## src/npc_pkg.sv

```systemverilog
/*
  Shared constants for the next-page and port configuration register bank:
  word indices, field positions, reset values, write masks, bus responses.
  Assumes nothing of its surroundings; imported by npc_axil_slave, npc_port_regs and the verification modules.
*/
package npc_pkg;
  // ----------------------------------------
  // register word indices (byte address = 4 * index)
  // ----------------------------------------
  localparam logic [9:0] NPT_IDX = 10'h007;
  localparam logic [9:0] LPN_IDX = 10'h008;
  localparam logic [9:0] CFG_IDX = 10'h010;
  localparam logic [9:0] STS_IDX = 10'h011;
  // ----------------------------------------
  // page word fields
  // ----------------------------------------
  localparam int MORE_PAGES_FLAG_BIT = 15;
  localparam int FORMATTED_PAGE_FLAG_BIT = 13;
  localparam int COMPLIANCE_CONFIRM_BIT = 12;
  localparam int TOGGLE_BIT = 11;
  localparam logic [15:0] TOGGLE_MASK = 16'h0800;
  // ----------------------------------------
  // port configuration fields
  // ----------------------------------------
  localparam int LINK_TEST_OFF_BIT = 14;
  localparam int TX_OFF_BIT = 13;
  localparam int SCR_BYP_BIT = 12;
  localparam int BLK_BYP_BIT = 11;
  localparam int JABBER_OFF_BIT = 10;
  localparam int HEARTBEAT_BIT = 9;
  localparam int LOOP_OFF_BIT = 8;
  localparam int CRS_EXT_BIT = 7;
  localparam int PREAMBLE_BIT = 5;
  localparam int SERIAL_BIT = 3;
  localparam int FEF_BIT = 2;
  localparam int ALT_PAGE_BIT = 1;
  localparam int MEDIA_BIT = 0;
  // status word fields
  localparam int PAGE_RX_BIT = 0;
  localparam int LINK_PASS_BIT = 1;
  // ----------------------------------------
  // reset values and writable bits
  // ----------------------------------------
  localparam logic [15:0] NPT_RST = 16'h2001;
  localparam logic [15:0] LPN_RST = 16'h0000;
  localparam logic [15:0] CFG_RST = 16'h0084;
  localparam logic [15:0] NPT_WMASK = 16'hBFFF;
  localparam logic [15:0] CFG_WMASK = 16'h7FAF;
  // bus responses
  localparam logic [1:0] RESP_OKAY = 2'h0;
  localparam logic [1:0] RESP_SLVERR = 2'h2;
  // media strap capture sequence
  typedef enum logic [3:0] {STRAP_FILL1 = 4'h1, STRAP_FILL2 = 4'h2, STRAP_TAKE = 4'h4, STRAP_RUN = 4'h8} npc_strap_e;

  // true for a word index that holds a register
  function automatic logic npc_mapped(input logic [9:0] idx);
    return (idx == NPT_IDX) || (idx == LPN_IDX) || (idx == CFG_IDX) || (idx == STS_IDX);
  endfunction
endpackage

```

## src/npc_reg_if.sv

```systemverilog
/*
  Simple register access carrier between the bus slave and the register bank.
  Assumes both ends run on the same clock; strobes are one-cycle pulses.
*/
`timescale 1ns/1ns
interface npc_reg_if;
  logic wrEn;
  logic [9:0] wIdx;
  logic [15:0] wdata;
  logic [1:0] wstrb;
  logic wHit;
  logic rdEn;
  logic [9:0] rIdx;
  logic [15:0] rdata;
  logic rHit;
  modport slave (output wrEn, wIdx, wdata, wstrb, rdEn, rIdx, input wHit, rdata, rHit);
  modport bank (input wrEn, wIdx, wdata, wstrb, rdEn, rIdx, output wHit, rdata, rHit);
endinterface

```

## src/npc_axil_slave.sv

```systemverilog
/*
  AXI4-Lite slave that turns bus transfers into register strobes.
  Assumes a single clock; one write and one read outstanding at most.
*/
`timescale 1ns/1ns
module npc_axil_slave
(
  // clock and reset
  input wire logic mclk,
  input wire logic reset_n,
  input wire logic ce,
  // write channels
  input wire logic [11:0] awaddr,
  input wire logic awvalid,
  output logic awready,
  input wire logic [31:0] wdata,
  input wire logic [3:0] wstrb,
  input wire logic wvalid,
  output logic wready,
  output logic [1:0] bresp,
  output logic bvalid,
  input wire logic bready,
  // read channels
  input wire logic [11:0] araddr,
  input wire logic arvalid,
  output logic arready,
  output logic [31:0] rdata,
  output logic [1:0] rresp,
  output logic rvalid,
  input wire logic rready,
  // register side
  npc_reg_if.slave rb
);
  import npc_pkg::*;
  logic awHeld_r, wHeld_r, bvalid_r, rvalid_r;
  logic [9:0] awIdx_r;
  logic [15:0] wData_r;
  logic [1:0] wStrb_r, bresp_r, rresp_r;
  logic [15:0] rdata_r;
  wire doWrite = ce & awHeld_r & wHeld_r & ~bvalid_r;
  wire doRead = arvalid & arready;

  // ------------------------------
  // handshakes; a low clock enable stalls every channel
  // ------------------------------
  assign awready = ce & ~awHeld_r;
  assign wready = ce & ~wHeld_r;
  assign arready = ce & ~rvalid_r;
  assign bvalid = bvalid_r & ce;
  assign rvalid = rvalid_r & ce;
  assign bresp = bresp_r;
  assign rresp = rresp_r;
  assign rdata = {16'h0000, rdata_r};
  assign rb.wrEn = doWrite;
  assign rb.wIdx = awIdx_r;
  assign rb.wdata = wData_r;
  assign rb.wstrb = wStrb_r;
  assign rb.rdEn = doRead;
  assign rb.rIdx = araddr[11:2];

  // write path: address and data taken in either order
  always_ff @(posedge mclk or negedge reset_n)
    if (!reset_n)
    begin
      awHeld_r <= 1'b0;
      wHeld_r <= 1'b0;
      bvalid_r <= 1'b0;
      awIdx_r <= 10'h000;
      wData_r <= 16'h0000;
      wStrb_r <= 2'h0;
      bresp_r <= RESP_OKAY;
    end
    else if (ce)
    begin
      if (awvalid && awready)
      begin
        awHeld_r <= 1'b1;
        awIdx_r <= awaddr[11:2];
      end
      if (wvalid && wready)
      begin
        wHeld_r <= 1'b1;
        wData_r <= wdata[15:0];
        wStrb_r <= wstrb[1:0];
      end
      if (doWrite)
      begin
        awHeld_r <= 1'b0;
        wHeld_r <= 1'b0;
        bvalid_r <= 1'b1;
        bresp_r <= rb.wHit ? RESP_OKAY : RESP_SLVERR;
      end
      else if (bvalid_r && bready)
        bvalid_r <= 1'b0;
    end

  // read path: data captured at the address handshake
  always_ff @(posedge mclk or negedge reset_n)
    if (!reset_n)
    begin
      rvalid_r <= 1'b0;
      rdata_r <= 16'h0000;
      rresp_r <= RESP_OKAY;
    end
    else if (ce)
    begin
      if (doRead)
      begin
        rvalid_r <= 1'b1;
        rdata_r <= rb.rdata;
        rresp_r <= rb.rHit ? RESP_OKAY : RESP_SLVERR;
      end
      else if (rvalid_r && rready)
        rvalid_r <= 1'b0;
    end
endmodule // npc_axil_slave

```

## src/npc_mii_shape.sv

```systemverilog
/*
  Receive-side MII presentation: carrier extension, preamble pass and
  serial 10M data. Assumes inputs come from logic on the same clock.
*/
`timescale 1ns/1ns
module npc_mii_shape
(
  // clock and reset
  input wire logic mclk,
  input wire logic reset_n,
  input wire logic ce,
  // mode controls; carrier extension and serial already qualified by speed
  input wire logic crsExtend,
  input wire logic preambleOn,
  input wire logic serialOn,
  // raw receive signals
  input wire logic crsIn,
  input wire logic rxDvIn,
  input wire logic [3:0] rxdIn,
  input wire logic serialBitIn,
  // shaped receive signals
  output logic crsOut,
  output logic rxDvOut,
  output logic [3:0] rxdOut
);
  // preamble pass opens data valid with carrier, not with the delimiter
  wire dvNxt = preambleOn ? crsIn : rxDvIn;
  wire crsNxt = crsIn | (crsExtend & dvNxt);
  wire [3:0] rxdNxt = serialOn ? {3'h0, serialBitIn} : rxdIn;

  // outputs registered so the MAC sees one clean edge
  always_ff @(posedge mclk or negedge reset_n)
    if (!reset_n)
    begin
      crsOut <= 1'b0;
      rxDvOut <= 1'b0;
      rxdOut <= 4'h0;
    end
    else if (ce)
    begin
      crsOut <= crsNxt;
      rxDvOut <= dvNxt;
      rxdOut <= rxdNxt;
    end
endmodule // npc_mii_shape

```

## src/npc_port_regs.sv

```systemverilog
/*
  Per-port next-page and port configuration register bank with AXI4-Lite
  access, page exchange with the auto-negotiation engine and mode outputs.
  Assumes the engine, status inputs and MII receive signals share mclk;
  only the media select pin is asynchronous.
*/
// Overview of operation
// more-pages bit drives transmitted page continuation
// message-page bit selects page format, resets one
// compliance bit sent in transmitted page
// toggle is inverse of last sent toggle
// eleven-bit code transmitted, resets to one
// partner more-pages bit loaded from received page
// partner acknowledge bit loaded from received page
// partner message-page bit loaded from page
// partner compliance bit loaded from page
// partner toggle and code exposed, reset zero
// link test disable forces link pass
// transmit disable turns off twisted-pair transmitter
// scrambler bypass in 100BASE-TX only
// block code bypass in 100BASE-TX only
// jabber disable, heartbeat enable in 10BASE-T
// half-duplex 10BASE-T loopback unless disabled
// carrier held until data valid drops; the code extends carrier only in 10BASE-T (bit 7 gated by tenMode)
// preamble pass raises data valid with carrier
// serial 10M data on bit zero
// far-end fault sent only when enabled
// alternate next-page handling enable bit
// media select latched from pin at reset
// alternate mode clears page-received on conditions
// reserved bits read zero, writes ignored
`timescale 1ns/1ns
module npc_port_regs
(
  // clock and reset
  input wire logic mclk,
  input wire logic reset_n,
  input wire logic ce,
  // AXI4-Lite write channels
  input wire logic [11:0] awaddr,
  input wire logic awvalid,
  output logic awready,
  input wire logic [31:0] wdata,
  input wire logic [3:0] wstrb,
  input wire logic wvalid,
  output logic wready,
  output logic [1:0] bresp,
  output logic bvalid,
  input wire logic bready,
  // AXI4-Lite read channels
  input wire logic [11:0] araddr,
  input wire logic arvalid,
  output logic arready,
  output logic [31:0] rdata,
  output logic [1:0] rresp,
  output logic rvalid,
  input wire logic rready,
  // auto-negotiation engine
  output logic [15:0] txPage,
  input wire logic txPageSent,
  input wire logic [15:0] rxPage,
  input wire logic rxPageValid,
  input wire logic pageRxVar,
  input wire logic anTxDisable,
  output logic pageReceived,
  // line status
  input wire logic speed100,
  input wire logic fullDuplex,
  input wire logic linkTestOk,
  input wire logic mediaSelectPin,
  // mode controls
  output logic linkPass,
  output logic tpTxEnable,
  output logic scrBypass,
  output logic blockCodeBypass,
  output logic jabberEnable,
  output logic sqeEnable,
  output logic tpLoopbackEnable,
  output logic fefEnable,
  output logic altNextPageEn,
  output logic fiberMode,
  // MII receive
  input wire logic crsIn,
  input wire logic rxDvIn,
  input wire logic [3:0] rxdIn,
  input wire logic serialBitIn,
  output logic crsOut,
  output logic rxDvOut,
  output logic [3:0] rxdOut
);
  import npc_pkg::*;

  // --------------------------------------------------
  // declarations
  // --------------------------------------------------
  npc_reg_if rb ();
  logic [15:0] npt_r, npt_nxt, lpn_r, lpn_nxt, cfg_r, cfg_nxt;
  logic pageRx_r, pageRx_nxt;
  logic pinMeta_r, pinSync_r;
  npc_strap_e strap_r, strap_nxt;
  logic [9:0] ctl_r, ctl_nxt;
  logic [15:0] nptWrVal, cfgWrVal;
  logic tenMode, altOn;

  // byte-lane merge of a write, keeping read-only and reserved bits
  function automatic logic [15:0] npc_merge(input logic [15:0] old, input logic [15:0] wd,
                                            input logic [1:0] strb, input logic [15:0] mask);
    logic [15:0] lanes;
    lanes = {{8{strb[1]}}, {8{strb[0]}}} & mask;
    return (old & ~lanes) | (wd & lanes);
  endfunction

  // --------------------------------------------------
  // bus slave and receive presentation
  // --------------------------------------------------
  npc_axil_slave u_slave (
    .mclk(mclk),
    .reset_n(reset_n),
    .ce(ce),
    .awaddr(awaddr),
    .awvalid(awvalid),
    .awready(awready),
    .wdata(wdata),
    .wstrb(wstrb),
    .wvalid(wvalid),
    .wready(wready),
    .bresp(bresp),
    .bvalid(bvalid),
    .bready(bready),
    .araddr(araddr),
    .arvalid(arvalid),
    .arready(arready),
    .rdata(rdata),
    .rresp(rresp),
    .rvalid(rvalid),
    .rready(rready),
    .rb(rb.slave)
  );

  npc_mii_shape u_mii (
    .mclk(mclk),
    .reset_n(reset_n),
    .ce(ce),
    .crsExtend(cfg_r[CRS_EXT_BIT] & tenMode),
    .preambleOn(cfg_r[PREAMBLE_BIT]),
    .serialOn(cfg_r[SERIAL_BIT] & tenMode),
    .crsIn(crsIn),
    .rxDvIn(rxDvIn),
    .rxdIn(rxdIn),
    .serialBitIn(serialBitIn),
    .crsOut(crsOut),
    .rxDvOut(rxDvOut),
    .rxdOut(rxdOut)
  );

  // --------------------------------------------------
  // address decode
  // --------------------------------------------------
  wire nptWr = rb.wrEn && (rb.wIdx == NPT_IDX);
  wire cfgWr = rb.wrEn && (rb.wIdx == CFG_IDX);
  wire stsRd = rb.rdEn && (rb.rIdx == STS_IDX);
  wire [15:0] stsWord = {14'h0000, ctl_r[9], pageRx_r};
  assign rb.wHit = npc_mapped(rb.wIdx);
  assign rb.rHit = npc_mapped(rb.rIdx);
  // reserved bits never store a one, so plain registers read them as zero
  assign rb.rdata = (rb.rIdx == NPT_IDX) ? npt_r :
                    (rb.rIdx == LPN_IDX) ? lpn_r :
                    (rb.rIdx == CFG_IDX) ? cfg_r :
                    (rb.rIdx == STS_IDX) ? stsWord : 16'h0000;

  // --------------------------------------------------
  // transmit page word
  // --------------------------------------------------
  // the engine flips toggle on each sent page; that wins over a write
  assign nptWrVal = nptWr ? npc_merge(npt_r, rb.wdata, rb.wstrb, NPT_WMASK) : npt_r;
  assign npt_nxt = txPageSent ? ((nptWrVal & ~TOGGLE_MASK) | (~npt_r & TOGGLE_MASK)) : nptWrVal;
  // page fields go to the engine straight from the register
  assign txPage = npt_r;

  // --------------------------------------------------
  // partner page and page-received flag
  // --------------------------------------------------
  assign altOn = cfg_r[ALT_PAGE_BIT];
  assign lpn_nxt = rxPageValid ? rxPage : lpn_r;
  // a new page beats any clear that lands in the same cycle
  assign pageRx_nxt = rxPageValid | (pageRx_r & ~stsRd & ~(altOn & (~pageRxVar | anTxDisable)));
  assign pageReceived = pageRx_r;

  // --------------------------------------------------
  // configuration word and media strap
  // --------------------------------------------------
  assign cfgWrVal = cfgWr ? npc_merge(cfg_r, rb.wdata, rb.wstrb, CFG_WMASK) : cfg_r;
  assign cfg_nxt = (strap_r == STRAP_TAKE) ? {cfgWrVal[15:1], pinSync_r} : cfgWrVal;

  // strap sequence waits for the synchroniser to fill before capture
  always_comb
  begin
    case (strap_r)
      STRAP_FILL1: strap_nxt = STRAP_FILL2;
      STRAP_FILL2: strap_nxt = STRAP_TAKE;
      STRAP_TAKE: strap_nxt = STRAP_RUN;
      STRAP_RUN: strap_nxt = STRAP_RUN;
      default: strap_nxt = STRAP_FILL1;
    endcase
  end

  // --------------------------------------------------
  // mode controls; bypass, 10BASE-T and loopback bits qualified by the present speed and duplex
  // --------------------------------------------------
  assign tenMode = ~speed100;
  assign ctl_nxt[0] = ~cfg_r[TX_OFF_BIT];
  assign ctl_nxt[1] = cfg_r[SCR_BYP_BIT] & speed100;
  assign ctl_nxt[2] = cfg_r[BLK_BYP_BIT] & speed100;
  assign ctl_nxt[3] = tenMode & ~cfg_r[JABBER_OFF_BIT];
  assign ctl_nxt[4] = tenMode & cfg_r[HEARTBEAT_BIT];
  assign ctl_nxt[5] = tenMode & ~fullDuplex & ~cfg_r[LOOP_OFF_BIT];
  assign ctl_nxt[6] = cfg_r[FEF_BIT];
  assign ctl_nxt[7] = altOn;
  assign ctl_nxt[8] = cfg_r[MEDIA_BIT];
  assign ctl_nxt[9] = cfg_r[LINK_TEST_OFF_BIT] | linkTestOk;
  assign tpTxEnable = ctl_r[0];
  assign scrBypass = ctl_r[1];
  assign blockCodeBypass = ctl_r[2];
  assign jabberEnable = ctl_r[3];
  assign sqeEnable = ctl_r[4];
  assign tpLoopbackEnable = ctl_r[5];
  assign fefEnable = ctl_r[6];
  assign altNextPageEn = ctl_r[7];
  assign fiberMode = ctl_r[8];
  assign linkPass = ctl_r[9];

  // --------------------------------------------------
  // state registers
  // --------------------------------------------------
  // pin synchroniser: second stage alone feeds the strap capture
  always_ff @(posedge mclk or negedge reset_n)
    if (!reset_n)
    begin
      pinMeta_r <= 1'b0;
      pinSync_r <= 1'b0;
    end
    else if (ce)
    begin
      pinMeta_r <= mediaSelectPin;
      pinSync_r <= pinMeta_r;
    end

  // register bank
  always_ff @(posedge mclk or negedge reset_n)
    if (!reset_n)
    begin
      npt_r <= NPT_RST;
      lpn_r <= LPN_RST;
      cfg_r <= CFG_RST;
      pageRx_r <= 1'b0;
      strap_r <= STRAP_FILL1;
      ctl_r <= 10'h000;
    end
    else if (ce)
    begin
      npt_r <= npt_nxt;
      lpn_r <= lpn_nxt;
      cfg_r <= cfg_nxt;
      pageRx_r <= pageRx_nxt;
      strap_r <= strap_nxt;
      ctl_r <= ctl_nxt;
    end

  // --------------------------------------------------
  // checks
  // --------------------------------------------------
  a_npt_reset: assert property (
    @(posedge mclk) disable iff (!reset_n) $rose(reset_n) |-> txPage == NPT_RST)
    else $error("transmit page not at reset value");

  a_tx_fields: assert property (
    @(posedge mclk) disable iff (!reset_n)
    (ce && nptWr && rb.wstrb == 2'h3 && !txPageSent) |=> txPage == ($past(rb.wdata) & NPT_WMASK))
    else $error("transmit page does not follow the write");

  a_toggle_flip: assert property (
    @(posedge mclk) disable iff (!reset_n)
    (ce && txPageSent) |=> txPage[TOGGLE_BIT] != $past(txPage[TOGGLE_BIT]))
    else $error("toggle did not invert after a sent page");

  a_rx_load: assert property (
    @(posedge mclk) disable iff (!reset_n)
    (ce && rxPageValid) |=> lpn_r == $past(rxPage) && pageReceived)
    else $error("partner page not captured");

  a_link_force: assert property (
    @(posedge mclk) disable iff (!reset_n)
    (ce && cfg_r[LINK_TEST_OFF_BIT]) |=> linkPass)
    else $error("link pass not forced");

  a_tx_disable: assert property (
    @(posedge mclk) disable iff (!reset_n)
    (ce && cfg_r[TX_OFF_BIT]) |=> !tpTxEnable)
    else $error("transmitter left enabled");

  a_bypass_speed: assert property (
    @(posedge mclk) disable iff (!reset_n)
    (ce && !speed100) |=> !scrBypass && !blockCodeBypass)
    else $error("bypass active outside 100 Mbps");

  a_page_clear: assert property (
    @(posedge mclk) disable iff (!reset_n)
    (ce && altOn && anTxDisable && !rxPageValid) |=> !pageReceived)
    else $error("page received flag not cleared");

  a_strap_take: assert property (
    @(posedge mclk) disable iff (!reset_n)
    (ce && strap_r == STRAP_TAKE) |=> cfg_r[MEDIA_BIT] == $past(pinSync_r) ##1 fiberMode == $past(cfg_r[MEDIA_BIT]))
    else $error("media select not latched from pin");

  a_reserved_zero: assert property (
    @(posedge mclk) disable iff (!reset_n)
    (rb.rdEn && rb.rIdx == CFG_IDX) |-> (rb.rdata & ~CFG_WMASK) == 16'h0000)
    else $error("reserved bits read nonzero");
endmodule // npc_port_regs

```

## config.mk

```make
export PLATFORM = sky130hd
export DESIGN_NAME = npc_port_regs
export DESIGN_NICKNAME = d
export VERILOG_FILES = /design/src/npc_pkg.sv /design/src/npc_reg_if.sv /design/src/npc_axil_slave.sv /design/src/npc_mii_shape.sv /design/src/npc_port_regs.sv
export SDC_FILE = /design/constraint.sdc
export NUM_CORES = 1
export LEC_CHECK = 0
export BUFFER_PORTS_ARGS = -buffer_cell sky130_fd_sc_hd__buf_2
export CAP_MARGIN = 20
export CORE_ASPECT_RATIO = 1.1
export CORE_MARGIN = 8
export CORE_UTILIZATION = 37
export CTS_BUF_LIST = sky130_fd_sc_hd__clkbuf_4
export DETAILED_ROUTE_END_ITERATION = 12
export GPL_ROUTABILITY_DRIVEN = 1
export HOLD_SLACK_MARGIN = 0.12
export SLEW_MARGIN = 20
export SYNTH_ARGS = -nofsm -noshare
export SYNTH_HDL_FRONTEND = slang
export SYNTH_SLANG_ARGS = --single-unit
```

## constraint.sdc

```tcl
create_clock -name mclk -period 2.7 [get_ports mclk]
set_input_delay 0.135 -clock mclk [delete_from_list [all_inputs] [get_ports mclk]]
set_output_delay 0.135 -clock mclk [all_outputs]
set_load 0.01 [all_outputs]
```

Yosys cells after proc, flatten, opt, wreduce, memory -nomap -nowiden
Cells that the tools add are included.
{"block": "totals", "out_inout_bits": 74, "in_bits": 99, "elab_cells": 134, "register_bits": 123}
{"block": "op_classes", "n_eq_ne": 12, "reduce_logical": 31, "n_bitwise": 47, "mux": 21}
{"operator": "16-bit two-way mux", "n": 6}
{"operator": "16-bit bitwise AND", "n": 3}
{"operator": "10-bit by 5-bit == test with 1-bit output, second input constant", "n": 4}
{"operator": "16-bit bitwise OR", "n": 2}
{"operator": "2-bit AND reduction", "n": 11}
{"operator": "1-bit bitwise AND", "n": 21}
{"operator": "10-bit by 3-bit == test with 1-bit output, second input constant", "n": 2}
{"operator": "10-bit by 4-bit == test with 1-bit output, second input constant", "n": 2}
{"operator": "16-bit by 15-bit bitwise AND with 16-bit output", "n": 1}
{"operator": "15-bit NOT with 16-bit output", "n": 1}
{"operator": "16-bit NOT", "n": 1}
{"operator": "16-bit by 12-bit bitwise OR with 16-bit output", "n": 1}
{"operator": "1-bit NOT", "n": 12}
{"operator": "12-bit NOT", "n": 1}
{"operator": "4-bit one-hot mux with 3 select lines", "n": 1}
{"operator": "2-bit nonzero test", "n": 6}
{"operator": "1-bit two-way mux", "n": 10}
{"operator": "1-bit logical AND", "n": 7}
{"operator": "1-bit logical OR", "n": 6}
{"operator": "2-bit two-way mux", "n": 3}
{"operator": "4-bit by 1-bit == test with 1-bit output, second input constant", "n": 1}
{"operator": "4-bit by 2-bit == test with 1-bit output, second input constant", "n": 1}
{"operator": "4-bit by 3-bit == test with 1-bit output, second input constant", "n": 1}
{"operator": "4-bit == test, second input constant", "n": 1}
{"operator": "other kinds (3)", "n": 6}

Logic depth before layout (Yosys ltp)
Gate-level depths: netlist of the first run.
{"block": "depth", "depth_word": 8, "ltp_mapped": 6}

Cells and area by module
A second synthesis of the first run with hierarchy kept.
{"block": "hier_totals", "hier_cells": 418, "hier_area_um2": 5450.2}
{"module": "npc_port_regs", "cells_each": 242, "area_each_um2": 2950.3, "n_inst": 1, "seq_area_each_um2": 1532.7}
{"module": "npc_axil_slave", "cells_each": 150, "area_each_um2": 2218.4, "n_inst": 1, "seq_area_each_um2": 1251.2}
{"module": "npc_mii_shape", "cells_each": 26, "area_each_um2": 281.5, "n_inst": 1, "seq_area_each_um2": 150.1}

Worst setup path before layout of the first run
OpenSTA, ideal clock, no wires.
{"block": "synth_timing", "kind": "register to register", "startpoint": "reg u_slave.awIdx_r[1], in the netlist u_slave.rb.wIdx[1]", "endpoint": "reg with a tool-made name", "n_path_buf": 1, "setup_ps": 125, "arrival_ps": 1798, "t_required_ps": 2575, "path_stages_with_launch": 6, "slack_ps": 778, "cell_sequence": "dfrtp_1 > or4_1 > nor4_2 > and2_1 > buf_2 > mux2_2"}
{"item": "start: declaration", "line_no": "npc_axil_slave.sv:36", "rtl": "logic [9:0] awIdx_r;"}
{"item": "start signal: assignment", "line_no": "npc_axil_slave.sv:78", "rtl": "awIdx_r <= awaddr[11:2];"}

Final worst setup path of the first run
{"block": "layout_timing", "startpoint": "reg u_slave.rvalid_r", "endpoint": "reg pageRx_r, in the netlist pageReceived"}
{"block": "layout_via", "elab_chain_len": 8}
{"item": "start: declaration", "line_no": "npc_axil_slave.sv:35", "rtl": "logic awHeld_r, wHeld_r, bvalid_r, rvalid_r;"}
{"item": "start signal: assignment", "line_no": "npc_axil_slave.sv:101", "rtl": "rvalid_r <= 1'b0;"}
{"item": "start signal: assignment", "line_no": "npc_axil_slave.sv:109", "rtl": "rvalid_r <= 1'b1;"}
{"item": "start signal: assignment", "line_no": "npc_axil_slave.sv:114", "rtl": "rvalid_r <= 1'b0;"}
{"item": "1-bit NOT", "line_no": "npc_axil_slave.sv:48", "rtl": "assign arready = ce & ~rvalid_r;"}
{"item": "1-bit bitwise AND", "line_no": "npc_axil_slave.sv:48"}
{"item": "1-bit bitwise AND", "line_no": "npc_axil_slave.sv:41", "rtl": "wire doRead = arvalid & arready;"}
{"item": "1-bit logical AND", "line_no": "npc_port_regs.sv:161", "rtl": "wire stsRd = rb.rdEn && (rb.rIdx == STS_IDX);"}
{"item": "1-bit NOT", "line_no": "npc_port_regs.sv:186", "rtl": "assign pageRx_nxt = rxPageValid | (pageRx_r & ~stsRd & ~(altOn & (~pageRxVar | anTxDisable)));"}
{"item": "1-bit bitwise AND (2 in a row)", "line_no": "npc_port_regs.sv:186"}
{"item": "1-bit bitwise OR", "line_no": "npc_port_regs.sv:186"}
{"item": "end signal: assignment", "line_no": "npc_port_regs.sv:264", "rtl": "pageRx_r <= pageRx_nxt;"}
{"item": "end: declaration", "line_no": "npc_port_regs.sv:98", "rtl": "logic pageRx_r, pageRx_nxt;"}
Every way passes these cells.
A chain may end at the register's enable or synchronous reset.

==> metrics.md, run 1 <==
| Metric | Value |
|---|---|
| Setup TNS | 0 ns |
| Seq/Total Area, Yosys | 0.572 |
| Busiest grt layer | met2 |
| Largest net degree at the start of global routing | 70 |
| EDFF count, synth | 0 |
| Tot Pwr | between 4000 and 5000 µW |
| Crit Path Category | flip-flop to flip-flop |
| Worst Slack Setup Final | approximately 0.18 ns |
| Share of the synthesized area in the top cell type | 0.546 |
| Initial Util | 0.375 |
| Area Overhead vs Synth | 36.6% |
| Worst-skew pair later-pin latency | ~0.50 ns |
| TritonCTS Sinks | ~120 |
| Finished Cell Area | 7010 µm² |
| Pre-CTS setup slack | between 0.4 and 0.5 ns |
| Global-route met1 utilization | 0.192 |
| HPWL Detailed | 9720 µm |
| Power Dens Cells | between 600 and 700 nW/µm² |
| VDD IR max | 0.000277 V |
| Mapped Avg Cell Area | roughly 13 µm² |
| CP Data Required Time | 3.09 ns |
| Area after DPL | about 6000 µm² |
| TritonCTS clock tree | yes |
| Hold Vio Cnt, Final | 0 |
| Initial antenna violation count | 1 |
| First-pass GRT wire length | around 23000 µm |
| DRT Pass-1 Iters | 6 |
| Post-CTS repair timing setup buffer count | 0 |
| Tmin final | 2.52 ns |
| # IOs | 173 |
| Total Routing Usage GR | 0.164 |
| Synthesis Warnings | 0 |
| Synth Register Bits | roughly 120 |
| GR Util met3 | 0.0462 |
| I/O Buffers | ~130 |
| Fraction of layout cells with a size suffix above 1 | 0.417 |
| Worst Skew | approximately 0.015 ns |
| RSZ-0062 raised after global routing | no |
| Synth area leaders | dfrtp_1, mux2_2, buf_4 |
| Antenna Nets Post-Route | 0 |
| Most common cell in the netlist | dfrtp_1 |
| Vias in the first global route | between 4000 and 5000 |
| Largest area contributor in the netlist | dfrtp_1 |
| Clock transition at path regs | 0.10 ns |
| Status | completed |
| FMAX | about 400 MHz |
| Final GP Congestion | 0.827 |
| Placed insts | 714 |
| Floorplan row count | 45 |
| Residual DRC count | 0 |
| Die Y-Extent | 139 µm |
| Lkg Pwr | ~0.0034 µW |
| Worst Path Max Fanout | 4 |
| Netlist cell types | 48 |
| Die Area | 17900 µm² |
| Critical path launch point type | flip-flop |
| Clk buf depth | 2 |
| Slew Viols, Final | 0 |
| Crit path DAT | 2.90 ns |
| CTS Buf Count | 17 |
| Period utilization | 0.932 |
| Core Region | between 10000 and 15000 µm² |
| Layout Cells excl Fill | roughly 830 |
| Slew Limit Headroom | 0.474 |
| MaxCap Viol Count | 0 |
| Synth top cells by count | dfrtp_1, mux2_2, nand2_1 |
| Cells after Synth | around 400 |
| Global Route met2 Usage | 0.278 |
| Number of DRC markers in iteration 0 | 157 |
| CP endpoint kind | flip-flop |
| Vias | 4046 |
| Total wire length | approximately 14000 µm |
| Die W | approximately 130 µm |
| Hold WC Path Type | primary input to asynchronous set/reset pin |
| Routed wire length per instance | 17.4 µm |
| Worst-margin pin slew | between 0.7 and 0.8 ns |
| Main synth FF type | dfrtp_1 |
| Gr ovfl total | 0 |
| Number of setup violations in the final report | 0 |
| Cell Area, Synth | approximately 5100 µm² |
| Clk root buf | clkbuf_4 |
| Final-stage net count | 724 |
| H-tree Lvls | 4 |
| Ys async rst share | 1.00 |
| DR vias/cell | just under 5 |
[critical path, stage by stage (launching register included)]
cell and delay, ns:
dfrtp_1 0.42, nand3b_1 0.18, or3_4 0.42, o211ai_1 0.17, dlygate4sd3_1 0.57, nand3_1 0.07
dlygate4sd3_1 0.57
[placed cells by master, fill, tap and decap left out, types with 5 or more instances in the layout]
cell type,instances
nand2_1,24
inv_1,6
dlygate4sd3_1,80
a221o_1,6
buf_2,130
clkbuf_4,18
a221o_2,7
buf_4,11
dfrtp_1,112
o31ai_1,5
nor2_1,19
and2_1,17
mux2_2,77
a21oi_1,18
o2bb2ai_1,7
conb_1,19
dfstp_2,5
a22o_1,11
[metal layers]
metal	wire length, µm	part of all wire
met5	0	0
met4	180	0.013
met3	941	0.065
met2	7130	0.50
met1	6140	0.43
[stage by stage]
stage / hold WS (ns) / util
after floorplan: -0.161 / -
after global placement: 0.194 / 0.436
after detailed placement: 0.207 / 0.436
after CTS: 0.122 / 0.511
after global routing: 0.149 / 0.512
final: 0.177 / 0.512
[where the power goes]
group,leakage [µW],internal [µW],total [µW],switching [µW]
Sequential,0.00146,2110,2380,278
Combinational,0.00178,533,916,383
Clock,0.000118,439,1070,634
[area by class of cell]
| type | count | area, µm² |
|---|---|---|
| sequential | 117 | 2930 |
| antenna | 1 | 2.50 |
| fill | 1247 | 6680 |
| multi-input combinational | 260 | 2030 |
| timing repair buffer | 222 | 1550 |
| tap | 188 | 235 |
| inverter | 7 | 26.3 |
| clock inverter | 12 | 91.3 |
| clock buffer | 18 | 135 |
[cell families (layout without fill, tap and decap cells)]
group,after synthesis,count (layout),synth area share
flip-flops,117,117,0.572
AND/OR/NAND/NOR,94,94,0.105
multiplexers,79,79,0.173
AO/OA/AOI/OAI,67,67,0.101
buffers and inverters,43,259,0.0466
other,1,20,0.000731
XOR/XNOR,1,1,0.00171
[timing repair]
| item | CTS | global route |
|---|---|---|
| endpoints found under the hold margin | 115 | 3 |
| resized for setup | 0 | 1 |
| hold buffers | 79 | 1 |
| endpoints found under the setup margin | 0 | 1 |
[worst paths after layout]
kind	startpoint	end	slack, ns	cells after the start
worst max register to register	u_slave.rvalid_r	pageReceived	0.18	6
max in group asynchronous	reset_n	asynchronous set/reset pin	1.67	3
min in group mclk	araddr[3]	u_slave.rdata_r[14]	0.18	3
worst min register to register	u_slave.rdata_r[0]	u_slave.rdata_r[0]	0.48	2
worst min-delay path	reset_n	u_slave.rb.wIdx[8]	0.18	2
worst max-delay path	u_slave.rvalid_r	pageReceived	0.18	6
Note: power is estimated with default switching activity, not from simulation.
==> run 2: changes to the inputs <==
Settings changed: CTS_BUF_LIST sky130_fd_sc_hd__clkbuf_4 to sky130_fd_sc_hd__clkbuf_16.
==> metrics.md, run 2 (synthesis gave the netlist of run 1 again) <==
| Metric | Value |
|---|---|
| Tmin final | 2.36 ns (-0.160 ns) |
| First-pass GRT wire length | 22400 µm (-2.1%) |
| Setup crit end | u_slave.rresp[1] |
| RR Startpoint | u_slave.rvalid_r |
| CP Data Required Time | 2.98 ns (-0.11 ns) |
| Crit Path Category | flip-flop to flip-flop |
| Hold_ws | 0.132 ns (-0.0447 ns) |
| Cts-stage hold buffer count | 65 (-18%) |
| Slew Limit Headroom | 0.470 (-0.00368) |
| Slew Viols, Final | 0 (unchanged) |
| Busiest grt layer | met2 |
| Status | completed |
| Worst Path Max Fanout | 17 (+13) |
| Post-CTS sizing | 0 (unchanged) |
| Final GP Congestion | 0.827 (unchanged) |
| Layout fillers | 1218 (-2.3%) |
| Period utilization | 0.873 (-0.0593) |
| Final-stage net count | 709 (-2.1%) |
| Die Area | 17900 µm² (unchanged) |
| Vias in the first global route | 4273 (-2.5%) |
| Fraction of layout cells with a size suffix above 1 | 0.424 (+0.00684) |
| Crit path launch | u_slave.rvalid_r |
| H-tree Lvls | 4 (unchanged) |
| Total wire length | 14200 µm (-1.5%) |
| Global-route met1 utilization | 0.190 (-0.00199) |
| Power Dens Cells | 738 nW/µm² (+18%) |
| Hold WC Path Type | primary input to flip-flop |
| Die W | 128 µm (unchanged) |
| Lkg Pwr | 0.00343 µW (+2.2%) |
| Largest net degree at the start of global routing | 70 (unchanged) |
| Worst Skew | 0.00826 ns (-0.00637 ns) |
| Worst-margin pin slew | 0.784 ns (+0.00545 ns) |
| GR Util met3 | 0.0550 (+0.00879) |
| Setup TNS | 0 ns (unchanged) |
| CP endpoint kind | flip-flop |
| Routed wire length per instance | 17.5 µm (+0.50%) |
| Residual DRC count | 0 (unchanged) |
| Die Y-Extent | 139 µm (unchanged) |
| # IOs | 173 (unchanged) |
| Vias | 3956 (-2.2%) |
| Total Routing Usage GR | 0.162 (-0.00205) |
| Global Route met2 Usage | 0.271 (-0.00638) |
| Post-CTS repair timing setup buffer count | 0 (unchanged) |
| Core Region | 13700 µm² (unchanged) |
| Critical path launch point type | flip-flop |
| Reg2Reg Setup Slack | 0.34 ns (+0.16 ns) |
| Clk root buf | clkbuf_16 |
| Number of setup violations in the final report | 0 (unchanged) |
| FMAX | 424 MHz (+6.8%) |
| Floorplan row count | 45 (unchanged) |
| Clk buf depth | 2 (unchanged) |
| Most common cell after layout, fill and taps aside | buf_2 |
| Most frequent cells in the layout | buf_2, dfrtp_1, mux2_2 |
| VDD IR max | 0.000333 V (+20%) |
| Crit path DAT | 2.64 ns (-0.26 ns) |
| Hold Path Depth | 3 |
| Fin util | 0.522 (+0.00997) |
| Placed insts | 714 (unchanged) |
| Number of DRC markers in iteration 0 | 148 (-5.7%) |
| Worst reg2reg endpoint | u_slave.rresp[1] |
| Layout Cells excl Fill | 809 (-1.9%) |
| Hold Vio Cnt, Final | 0 (unchanged) |
| TritonCTS Sinks | 117 (unchanged) |
| Initial Util | 0.375 (unchanged) |
| Initial antenna violation count | 0 (-1) |
| R2R cell count | 6 (unchanged) |
| Area Overhead vs Synth | 39.3% |
| Clock transition at path regs | 0.05 ns (-0.05 ns) |
| MaxCap Viol Count | 0 (unchanged) |
| CTS Buf Count | 17 (unchanged) |
| Tot Pwr | 5270 µW (+21%) |
| TritonCTS clock tree | yes |
| DRT Pass-1 Iters | 4 (-2) |
| DR vias/cell | 4.89 (-0.29%) |
| RSZ-0062 raised after global routing | no |
| HPWL Detailed | 9720 µm (unchanged) |
| Worst-skew pair later-pin latency | 0.41 ns (-0.09 ns) |
| Antenna Nets Post-Route | 0 (unchanged) |
| I/O Buffers | 131 (unchanged) |
| Antenna cell count | 0 (-1) |
| Gr ovfl total | 0 (unchanged) |
## run 2: changes by cell type in the layout (fill, tap and decap cells not counted), sizes merged
cell	change
clkbuf	-1
diode	-1
dlygate4sd3	-15
inv	+1
## run 2: how the worst min path moves through the flow
stage                                            end     from  slack (ns)
after floorplan           asynchronous set/reset pin  reset_n       -0.16
after global placement            u_slave.rb.wIdx[3]  reset_n        0.19
after detailed placement          u_slave.rb.wIdx[1]  reset_n        0.21
after CTS                            u_mii.rxdOut[1]       ce        0.12
after global routing                 u_mii.rxdOut[1]       ce        0.14
final                                u_mii.rxdOut[1]       ce        0.13
## run 2: per-stage QoR
step / setup WS, ns / cell area, µm²
floorplan: 0.778 / 5200
global placement: 0.511 / 5970
detailed placement: 0.491 / 5970
CTS: 0.403 / 7140
global route: 0.237 / 7140
finish: 0.343 / 7140
## run 2: cell type report
| type | instances | area (µm²) | area share |
|---|---|---|---|
| Clock buffer | 17 | 425 | 0.0596 |
| Multi-Input combinational cell | 260 | 2020 | 0.283 |
| Timing Repair Buffer | 207 | 1400 | 0.197 |
| Sequential cell | 117 | 2930 | 0.411 |
| Clock inverter | 13 | 95.1 | 0.0133 |
| Inverter | 7 | 26.3 | 0.00368 |
| Tap cell | 188 | 235 | 0.0329 |
## run 2: worst max-delay path, stage by stage, from the launching register on
cell	delay, ns
dfrtp_1	0.40
nand3b_1	0.18
buf_4	0.22
nor3_1	0.22
dlygate4sd3_1	0.58
a21oi_1	0.07
dlygate4sd3_1	0.57
## run 2: where the power goes
part           internal (µW)  leakage (µW)  total [µW]  switching (µW)
Combinational            515       0.00172         893             378
Sequential              2110       0.00146        2390             277
Clock                   1230      0.000250        1990             758
## run 2: metal layers
metal | share of wire | up-vias
met5 | 0 | -
met4 | 0.0082 | 0
met3 | 0.071 | 9
met2 | 0.50 | 129
met1 | 0.42 | 1974
li1 | - | 1844
